<file path="src/io_link_defs.svh">
`ifndef IO_LINK_DEFS_SVH
`define IO_LINK_DEFS_SVH

// register byte offsets
`define OFS_PF_WIN0_ENABLE 8'he0
`define OFS_PF_WIN0_BASE 8'he4
`define OFS_PF_WIN1_ENABLE 8'he8
`define OFS_PF_WIN1_BASE 8'hec
`define OFS_NC_WIN0_ENABLE 8'hf0
`define OFS_NC_WIN0_BASE 8'hf4
`define OFS_NC_WIN1_ENABLE 8'hf8
`define OFS_NC_WIN1_BASE 8'hfc
`define OFS_WIN_STATUS 8'h00

// field positions
`define FLD_WIN_ON 31
`define FLD_NC_REMAP_ON 30
`define FLD_NC_XLATE_MSB 29
`define FLD_PF_XLATE_MSB 15
`define FLD_BASE_MSB 31
`define FLD_BASE_LSB 16
`define FLD_MASK_MSB 15

// address geometry: windows compare bits 39:24, remap reaches bit 53
`define WIN_CMP_LSB 24
`define WIN_CMP_MSB 39
`define XLATE_MSB 53

// reset values
`define RST_REG32 32'h0000_0000
`define RST_FIELD16 16'h0000
`define RST_FIELD30 30'h0000_0000

`endif

</file>
<file path="src/io_link_pkg.sv">
package io_link_pkg;
    // progress of a missed prefetch-window read that owes invalid beats
    typedef enum logic [0:0] {
        DRAIN_IDLE = 1'b0,
        DRAIN_BUSY = 1'b1
    } drain_state_type;

    // where an inbound link request is steered
    typedef enum logic [0:0] {
        ROUTE_COHERENT = 1'b0,
        ROUTE_DIRECT = 1'b1
    } route_type;
endpackage

</file>
<file path="src/window_if.sv">
`timescale 1ns/1ps
// one address window: settings and probe address in, verdict out
interface window_if;
    logic on;
    logic remap_on;
    logic [15:0] base;
    logic [15:0] mask;
    logic [29:0] xlate;
    logic [39:0] addr;
    logic hit;
    logic [53:0] out_addr;

    modport ctrl (
        output on, remap_on, base, mask, xlate, addr,
        input hit, out_addr
    );
    modport match (
        input on, remap_on, base, mask, xlate, addr,
        output hit, out_addr
    );
endinterface

</file>
<file path="src/window_match.sv">
`timescale 1ns/1ps
`include "io_link_defs.svh"
// combinational compare and remap for one window
module window_match (
    window_if.match win
);
    logic [15:0] upper;
    logic [15:0] merged;

    // a set mask bit takes part in the compare
    always_comb begin
        upper = win.addr[`WIN_CMP_MSB:`WIN_CMP_LSB];
        win.hit = win.on && ((upper & win.mask) == (win.base & win.mask));
        // masked bits come from the translation, the rest pass through
        merged = (upper & ~win.mask) | (win.xlate[15:0] & win.mask);
        if (win.hit && win.remap_on) begin
            win.out_addr = {win.xlate[29:16], merged, win.addr[`WIN_CMP_LSB-1:0]};
        end else begin
            win.out_addr = {14'h0, win.addr};
        end
    end
endmodule // window_match

</file>
<file path="src/io_link_address_windows.sv">
// Local design decision: the strobed register port.
`timescale 1ns/1ps
`include "io_link_defs.svh"
// Summary of operation
// - uncache windows are matched on addresses arriving from the link.
// - an inbound uncache hit bypasses the shared cache, going straight to memory.
// - an inbound uncache hit invalidates no first-level cache line.
// - uncache enable bit 31 turns the window on; clear means no hit; resets zero.
// - uncache bit 30 turns address translation on for that window.
// - uncache enable bits 29:0 hold translated address bits 53:24.
// - uncache base register bits 31:16 hold base address bits 39:24.
// - uncache base register bits 15:0 hold the compare mask over bits 39:24.
// - a second uncache window exists with enable bit 31, same behaviour.
// - second prefetch window enable bit 31 turns it on; resets zero.
// - prefetch enable bits 15:0 hold translated bits 39:24 applied on hit.
// - prefetch base register bits 31:16 hold base address bits 39:24.
// - prefetch base register bits 15:0 hold the mask over bits 39:24.
// - second prefetch base register: base in upper half, mask in lower half.
// - prefetch windows match core-side addresses; only hitting fetch/cache ops go out.
// - missing fetch/cache ops finish at once; reads get their count of invalid beats.
module io_link_address_windows #(
    parameter int BEAT_W = 4
) (
    input wire logic clk_sys_in,
    input wire logic reset_n_in,
    input wire logic [7:0] reg_addr_in,
    input wire logic [31:0] reg_wdata_in,
    input wire logic reg_write_in,
    input wire logic reg_read_in,
    output logic [31:0] reg_rdata_out,
    input wire logic cpu_req_valid_in,
    input wire logic [39:0] cpu_req_addr_in,
    input wire logic cpu_req_write_in,
    input wire logic cpu_req_fetch_in,
    input wire logic [BEAT_W-1:0] cpu_req_len_in,
    output logic cpu_req_ready_out,
    output logic link_req_valid_out,
    output logic [39:0] link_req_addr_out,
    output logic link_req_write_out,
    output logic cpu_invalid_beat_out,
    output logic cpu_invalid_last_out,
    output logic cpu_write_done_out,
    input wire logic in_req_valid_in,
    input wire logic [39:0] in_req_addr_in,
    input wire logic in_req_write_in,
    output logic mem_req_valid_out,
    output logic [53:0] mem_req_addr_out,
    output logic mem_req_write_out,
    output io_link_pkg::route_type mem_req_route_out,
    output logic mem_req_l1_invalidate_out
);
    import io_link_pkg::*;

    // the drain counter serves 1 to 8 length bits
    if (BEAT_W < 1 || BEAT_W > 8) begin : gen_check_beat_w
        $error("BEAT_W must lie in 1..8");
    end

    // window settings: index 0 and 1 of each kind
    logic pf_win_on [2];
    logic [15:0] pf_win_xlate_addr [2];
    logic [15:0] pf_win_base_addr [2];
    logic [15:0] pf_win_addr_mask [2];
    logic nc_win_on [2];
    logic nc_win_remap_on [2];
    logic [29:0] nc_win_xlate_addr [2];
    logic [15:0] nc_win_base_addr [2];
    logic [15:0] nc_win_addr_mask [2];
    logic next_pf_win_on [2];
    logic [15:0] next_pf_win_xlate_addr [2];
    logic [15:0] next_pf_win_base_addr [2];
    logic [15:0] next_pf_win_addr_mask [2];
    logic next_nc_win_on [2];
    logic next_nc_win_remap_on [2];
    logic [29:0] next_nc_win_xlate_addr [2];
    logic [15:0] next_nc_win_base_addr [2];
    logic [15:0] next_nc_win_addr_mask [2];
    logic [31:0] next_reg_rdata;

    // status counters shown to software
    logic [15:0] drop_count;
    logic [15:0] direct_count;
    logic [15:0] next_drop_count;
    logic [15:0] next_direct_count;

    // request path state
    drain_state_type drain_state;
    drain_state_type next_drain_state;
    logic [BEAT_W-1:0] beats_left;
    logic [BEAT_W-1:0] next_beats_left;
    logic next_cpu_req_ready;
    logic next_link_req_valid;
    logic [39:0] next_link_req_addr;
    logic next_link_req_write;
    logic next_cpu_invalid_beat;
    logic next_cpu_invalid_last;
    logic next_cpu_write_done;
    logic next_mem_req_valid;
    logic [53:0] next_mem_req_addr;
    logic next_mem_req_write;
    route_type next_mem_req_route;
    logic next_mem_req_l1_invalidate;

    logic cpu_take;
    logic pf_hit;
    logic [53:0] pf_addr;
    logic nc_hit;
    logic [53:0] nc_addr;

    window_if pf_win [2] ();
    window_if nc_win [2] ();

    // pack a register image from its fields
    function automatic logic [31:0] pack_base(input logic [15:0] base, input logic [15:0] mask);
        return {base, mask};
    endfunction

    // the four windows share one matcher design
    for (genvar i = 0; i < 2; i++) begin : gen_win
        // prefetch windows always remap on hit; their translation is 16 bits
        assign pf_win[i].on = pf_win_on[i];
        assign pf_win[i].remap_on = 1'b1;
        assign pf_win[i].base = pf_win_base_addr[i];
        assign pf_win[i].mask = pf_win_addr_mask[i];
        assign pf_win[i].xlate = {14'h0, pf_win_xlate_addr[i]};
        assign pf_win[i].addr = cpu_req_addr_in;
        // uncache windows see only inbound link addresses
        assign nc_win[i].on = nc_win_on[i];
        assign nc_win[i].remap_on = nc_win_remap_on[i];
        assign nc_win[i].base = nc_win_base_addr[i];
        assign nc_win[i].mask = nc_win_addr_mask[i];
        assign nc_win[i].xlate = nc_win_xlate_addr[i];
        assign nc_win[i].addr = in_req_addr_in;
        window_match u_pf_match (.win(pf_win[i]));
        window_match u_nc_match (.win(nc_win[i]));
    end

    // window 0 has priority when two windows overlap
    always_comb begin
        pf_hit = pf_win[0].hit || pf_win[1].hit;
        pf_addr = pf_win[0].hit ? pf_win[0].out_addr : pf_win[1].out_addr;
        nc_hit = in_req_valid_in && (nc_win[0].hit || nc_win[1].hit);
        nc_addr = nc_win[0].hit ? nc_win[0].out_addr : nc_win[1].out_addr;
    end

    // register writes and the one-cycle-late read data
    always_comb begin
        next_pf_win_on = pf_win_on;
        next_pf_win_xlate_addr = pf_win_xlate_addr;
        next_pf_win_base_addr = pf_win_base_addr;
        next_pf_win_addr_mask = pf_win_addr_mask;
        next_nc_win_on = nc_win_on;
        next_nc_win_remap_on = nc_win_remap_on;
        next_nc_win_xlate_addr = nc_win_xlate_addr;
        next_nc_win_base_addr = nc_win_base_addr;
        next_nc_win_addr_mask = nc_win_addr_mask;
        next_reg_rdata = `RST_REG32;
        if (reg_write_in) begin
            unique case (reg_addr_in)
                `OFS_PF_WIN0_ENABLE, `OFS_PF_WIN1_ENABLE: begin
                    next_pf_win_on[reg_addr_in[3]] = reg_wdata_in[`FLD_WIN_ON];
                    next_pf_win_xlate_addr[reg_addr_in[3]] =
                        reg_wdata_in[`FLD_PF_XLATE_MSB:0];
                end
                `OFS_PF_WIN0_BASE, `OFS_PF_WIN1_BASE: begin
                    next_pf_win_base_addr[reg_addr_in[3]] =
                        reg_wdata_in[`FLD_BASE_MSB:`FLD_BASE_LSB];
                    next_pf_win_addr_mask[reg_addr_in[3]] =
                        reg_wdata_in[`FLD_MASK_MSB:0];
                end
                `OFS_NC_WIN0_ENABLE, `OFS_NC_WIN1_ENABLE: begin
                    next_nc_win_on[reg_addr_in[3]] = reg_wdata_in[`FLD_WIN_ON];
                    next_nc_win_remap_on[reg_addr_in[3]] = reg_wdata_in[`FLD_NC_REMAP_ON];
                    next_nc_win_xlate_addr[reg_addr_in[3]] =
                        reg_wdata_in[`FLD_NC_XLATE_MSB:0];
                end
                `OFS_NC_WIN0_BASE, `OFS_NC_WIN1_BASE: begin
                    next_nc_win_base_addr[reg_addr_in[3]] =
                        reg_wdata_in[`FLD_BASE_MSB:`FLD_BASE_LSB];
                    next_nc_win_addr_mask[reg_addr_in[3]] = reg_wdata_in[`FLD_MASK_MSB:0];
                end
                default: begin
                end
            endcase
        end
        // unmapped addresses and reserved bits read as zero
        if (reg_read_in) begin
            unique case (reg_addr_in)
                `OFS_PF_WIN0_ENABLE, `OFS_PF_WIN1_ENABLE:
                    next_reg_rdata = {pf_win_on[reg_addr_in[3]], 15'h0,
                        pf_win_xlate_addr[reg_addr_in[3]]};
                `OFS_PF_WIN0_BASE, `OFS_PF_WIN1_BASE:
                    next_reg_rdata = pack_base(pf_win_base_addr[reg_addr_in[3]],
                        pf_win_addr_mask[reg_addr_in[3]]);
                `OFS_NC_WIN0_ENABLE, `OFS_NC_WIN1_ENABLE:
                    next_reg_rdata = {nc_win_on[reg_addr_in[3]], nc_win_remap_on[reg_addr_in[3]],
                        nc_win_xlate_addr[reg_addr_in[3]]};
                `OFS_NC_WIN0_BASE, `OFS_NC_WIN1_BASE:
                    next_reg_rdata = pack_base(nc_win_base_addr[reg_addr_in[3]],
                        nc_win_addr_mask[reg_addr_in[3]]);
                `OFS_WIN_STATUS:
                    next_reg_rdata = {drop_count, direct_count};
                default:
                    next_reg_rdata = `RST_REG32;
            endcase
        end
    end

    always_ff @(posedge clk_sys_in or negedge reset_n_in) begin
        if (!reset_n_in) begin
            for (int i = 0; i < 2; i++) begin
                pf_win_on[i] <= 1'b0;
                pf_win_xlate_addr[i] <= `RST_FIELD16;
                pf_win_base_addr[i] <= `RST_FIELD16;
                pf_win_addr_mask[i] <= `RST_FIELD16;
                nc_win_on[i] <= 1'b0;
                nc_win_remap_on[i] <= 1'b0;
                nc_win_xlate_addr[i] <= `RST_FIELD30;
                nc_win_base_addr[i] <= `RST_FIELD16;
                nc_win_addr_mask[i] <= `RST_FIELD16;
            end
            reg_rdata_out <= `RST_REG32;
        end else begin
            pf_win_on <= next_pf_win_on;
            pf_win_xlate_addr <= next_pf_win_xlate_addr;
            pf_win_base_addr <= next_pf_win_base_addr;
            pf_win_addr_mask <= next_pf_win_addr_mask;
            nc_win_on <= next_nc_win_on;
            nc_win_remap_on <= next_nc_win_remap_on;
            nc_win_xlate_addr <= next_nc_win_xlate_addr;
            nc_win_base_addr <= next_nc_win_base_addr;
            nc_win_addr_mask <= next_nc_win_addr_mask;
            reg_rdata_out <= next_reg_rdata;
        end
    end

    assign cpu_take = cpu_req_valid_in && cpu_req_ready_out;

    // core side toward the link, link side toward memory
    always_comb begin
        next_drain_state = drain_state;
        next_beats_left = beats_left;
        next_link_req_valid = 1'b0;
        next_link_req_addr = link_req_addr_out;
        next_link_req_write = link_req_write_out;
        next_cpu_invalid_beat = 1'b0;
        next_cpu_invalid_last = 1'b0;
        next_cpu_write_done = 1'b0;
        next_drop_count = drop_count;
        next_direct_count = direct_count;
        unique case (drain_state)
            DRAIN_IDLE: begin
                if (cpu_take) begin
                    if (!cpu_req_fetch_in || pf_hit) begin
                        // other traffic passes as is; hitting fetch/cache ops are remapped
                        next_link_req_valid = 1'b1;
                        next_link_req_addr = cpu_req_fetch_in ? pf_addr[39:0] : cpu_req_addr_in;
                        next_link_req_write = cpu_req_write_in;
                    end else begin
                        next_drop_count = drop_count + 16'h1;
                        if (cpu_req_write_in) begin
                            next_cpu_write_done = 1'b1;
                        end else begin
                            // first invalid beat now, the rest from the drain state
                            next_cpu_invalid_beat = 1'b1;
                            next_cpu_invalid_last = (cpu_req_len_in == '0);
                            next_beats_left = cpu_req_len_in;
                            if (cpu_req_len_in != '0) begin
                                next_drain_state = DRAIN_BUSY;
                            end
                        end
                    end
                end
            end
            DRAIN_BUSY: begin
                next_cpu_invalid_beat = 1'b1;
                next_beats_left = beats_left - 1'b1;
                next_cpu_invalid_last = (beats_left == 1);
                if (beats_left == 1) begin
                    next_drain_state = DRAIN_IDLE;
                end
            end
        endcase
        // ready drops as soon as a read miss with more beats is taken
        next_cpu_req_ready = (next_drain_state == DRAIN_IDLE);
        // inbound: uncache hits go direct and leave the level-one caches alone
        next_mem_req_valid = in_req_valid_in;
        next_mem_req_write = in_req_write_in;
        next_mem_req_addr = nc_hit ? nc_addr : {14'h0, in_req_addr_in};
        next_mem_req_route = nc_hit ? ROUTE_DIRECT : ROUTE_COHERENT;
        next_mem_req_l1_invalidate = in_req_valid_in && !nc_hit;
        if (nc_hit) begin
            next_direct_count = direct_count + 16'h1;
        end
    end

    always_ff @(posedge clk_sys_in or negedge reset_n_in) begin
        if (!reset_n_in) begin
            drain_state <= DRAIN_IDLE;
            beats_left <= '0;
            cpu_req_ready_out <= 1'b0;
            link_req_valid_out <= 1'b0;
            link_req_addr_out <= 40'h0;
            link_req_write_out <= 1'b0;
            cpu_invalid_beat_out <= 1'b0;
            cpu_invalid_last_out <= 1'b0;
            cpu_write_done_out <= 1'b0;
            mem_req_valid_out <= 1'b0;
            mem_req_addr_out <= 54'h0;
            mem_req_write_out <= 1'b0;
            mem_req_route_out <= ROUTE_COHERENT;
            mem_req_l1_invalidate_out <= 1'b0;
            drop_count <= 16'h0;
            direct_count <= 16'h0;
        end else begin
            drain_state <= next_drain_state;
            beats_left <= next_beats_left;
            cpu_req_ready_out <= next_cpu_req_ready;
            link_req_valid_out <= next_link_req_valid;
            link_req_addr_out <= next_link_req_addr;
            link_req_write_out <= next_link_req_write;
            cpu_invalid_beat_out <= next_cpu_invalid_beat;
            cpu_invalid_last_out <= next_cpu_invalid_last;
            cpu_write_done_out <= next_cpu_write_done;
            mem_req_valid_out <= next_mem_req_valid;
            mem_req_addr_out <= next_mem_req_addr;
            mem_req_write_out <= next_mem_req_write;
            mem_req_route_out <= next_mem_req_route;
            mem_req_l1_invalidate_out <= next_mem_req_l1_invalidate;
            drop_count <= next_drop_count;
            direct_count <= next_direct_count;
        end
    end
endmodule // io_link_address_windows

</file>
<file path="config.mk">
export PLATFORM = sky130hd
export DESIGN_NAME = io_link_address_windows
export DESIGN_NICKNAME = d
export VERILOG_FILES = /design/src/io_link_pkg.sv /design/src/window_if.sv /design/src/window_match.sv /design/src/io_link_address_windows.sv
export VERILOG_INCLUDE_DIRS = /design/src
export SDC_FILE = /design/constraint.sdc
export NUM_CORES = 1
export LEC_CHECK = 0
export BUFFER_PORTS_ARGS = -buffer_cell sky130_fd_sc_hd__clkbuf_2
export CAP_MARGIN = 20
export CORE_ASPECT_RATIO = 0.8
export CORE_UTILIZATION = 55
export CTS_BUF_LIST = sky130_fd_sc_hd__clkbuf_4 sky130_fd_sc_hd__clkbuf_8
export DETAILED_ROUTE_END_ITERATION = 10
export PLACE_DENSITY = 0.81
export SETUP_SLACK_MARGIN = 0.3
export SLEW_MARGIN = 10
export SYNTH_ARGS = -nofsm -noshare
export SYNTH_HDL_FRONTEND = slang
export SYNTH_HIERARCHICAL = 1
export SYNTH_SLANG_ARGS = --single-unit
</file>
<file path="constraint.sdc">
create_clock -name clk_sys_in -period 5.6 [get_ports clk_sys_in]
set_input_delay 0.28 -clock clk_sys_in [delete_from_list [all_inputs] [get_ports clk_sys_in]]
set_output_delay 0.28 -clock clk_sys_in [all_outputs]
set_load 0.01 [all_outputs]
</file>
==> metrics.txt <==
status=completed; setup bufs post-CTS=0; Worst Skew=0.02803 ns; Mapped Area=21170 um2; antenna violations before repair=1; Max FO, Critical Path=32; most frequent cells in the layout=dfrtp_1, clkbuf_2, mux2_2; WL per Instance=23.44 um; DR vias/cell=6.104; Die Area=39290 um2; post-route minimum period=3.663 ns; clk slew on worst S/H paths=0.06 ns; Crit. End Element=flop; worst skew pair latency=0.62 ns; Pwr per Cell Area=300.2 nW/um2; Worst Path Required=6.06 ns; Root Buffer=clkbuf_8; relative slew slack=25.96%; cell-internal power=5.221 mW; # diodes=0; fin nets=2212; first-pass GRT wire length=93.90 mm; Setup TNS=0 ns; utilization after layout=65.17%; Setup Crit Path Kind=flop to flop; setup slack after layout=1.937 ns; # IOs=269; worst hold path type=input port to flop; crit start category=flop; Tot Pwr=7.341 mW; maximum clock path buffer count=3; part of the power in registers=46.5%; hold slack=0.02724 ns; CTS buffer count=66; all-layer global routing usage=31.56%; DP Cell Count=2413; depth of the CTS H-tree=3; max-slew violations=0; largest net degree at the start of global routing=141; Setup WS pre-CTS=1.899 ns; Die Ht=177.5 um; Pre-antenna DRT Iters=6; Yosys Warn Count=6; CP cell instances=xor2_1 > a222oi_1 > nand4_2 > nor2_4 > buf_4 > mux2i_1 > o21ai_0; Mapped Cells=1830; CP max stage cell=nand4_2; post-route cell area=24450 um2; drt total wl=61.07 mm; CP arrival=4.13 ns; final worst-path cycle share=65.42%; Comb power frac=16.3%; syn avg cell area=11.57 um2; Num Clock Sinks=399; Leakage=11.38 nW; number of global-route vias before repair=16139; CTS tree=yes; Initial Util=56.43%; Clock power frac=37.2%; Max Cap Viol=0; fin cells=2605; row count=63; Peak VDD IR=0.1647 mV; share of layout cells above drive strength 1=36.07%; initial drt markers=1713; DRC Markers=0; grt ovf=0; post-DP HPWL=41.78 mm; final setup vio count=0; sw power=2.120 mW; placed cell area=22240 um2; core area=37520 um2; FMAX=273.0 MHz; RD Place Congestion=0.9866; antenna-violating nets left=0; Sw Ratio=28.87%; Worst-Margin Slew=1.107 ns; IO Port Bufs=268; crit-path max cell delay=0.70 ns; Syn-to-layout area delta=15.49%; Die Width=221.4 um; final hold vios=0; RSZ-0062 raised after global routing=false; total number of vias=15901; commonest non-fill, non-tap cell in the layout=dfrtp_1
[sequential cells by signal, indices dropped and copies added (netlist names), 2 cells and up]
signal	count
beats_left	4
direct_count	16
drop_count	16
link_req_addr_out	40
mem_req_addr_out	54
nc_win.base	32
nc_win.mask	32
nc_win.on	2
nc_win.remap_on	2
nc_win.xlate	60
pf_win.base	32
pf_win.mask	32
pf_win.on	2
pf_win.xlate	32
reg_rdata_out	32
[power by group through the flow]
stage                     combinational (mW)  clock (mW)  sequential, mW
final                                   1.20        2.73            3.41
after global routing                    1.31        2.89            3.44
after CTS                               1.19        2.77            3.40
after global placement                  1.09           0            3.44
after floorplan                        0.634           0            3.46
after detailed placement                1.14           0            3.45
[worst max-delay path: cells and delay by family, from the launching register on]
family | cells | cell delay, ns
xor gates and xnor gates | 1 | 0.16
AOI/OAI and AO/OA | 2 | 0.70
DFF | 1 | 0.42
buffers and inverters | 1 | 0.56
and+or+nand+nor | 2 | 1.27
muxes | 1 | 0.30
[timing repair]
action / 4_1_cts / 5_1_grt
gates resized for setup: 0 / 0
endpoints found under the hold margin: 291 / 0
hold buffers: 80 / 0
setup endpoints to repair: 0 / 0
[area by class of cell]
| type | instances | area [um2] |
|---|---|---|
| tap | 487 | 609.3 |
| fill | 2893 | 13070 |
| clock buffer | 103 | 1330 |
| timing repair buffer | 378 | 2417 |
| inverter | 13 | 48.80 |
| multi-input combinational | 1217 | 9996 |
| clock inverter | 8 | 67.56 |
| sequential | 399 | 9985 |
[per-layer routing]
layer  global-route usage (%)  wire length (um)  vias up
met5                        0                13        -
met4                    13.32              2511        2
met3                    9.884              6322      202
met2                    48.40             27580      906
met1                    41.58             24640     7866
li1                         -                 -     6925
[worst paths after layout]
path | from | end | slack (ns) | cells after the start
setup / recovery | nc_win[0].base[12] | mem_req_addr_out[8] | 1.94 | 7
hold / removal | reg_wdata_in[3] | pf_win[0].mask[3] | 0.03 | 2
setup reg to reg | nc_win[0].base[12] | mem_req_addr_out[8] | 1.94 | 7
hold reg to reg | drop_count[15] | drop_count[15] | 0.47 | 1
max in group asynchronous | reset_n_in | nc_win[1].xlate[17] | 3.90 | 3
min in group asynchronous | reset_n_in | link_req_addr_out[0] | 0.38 | 2
No activity file was read; power rests on OpenSTA's default activity.
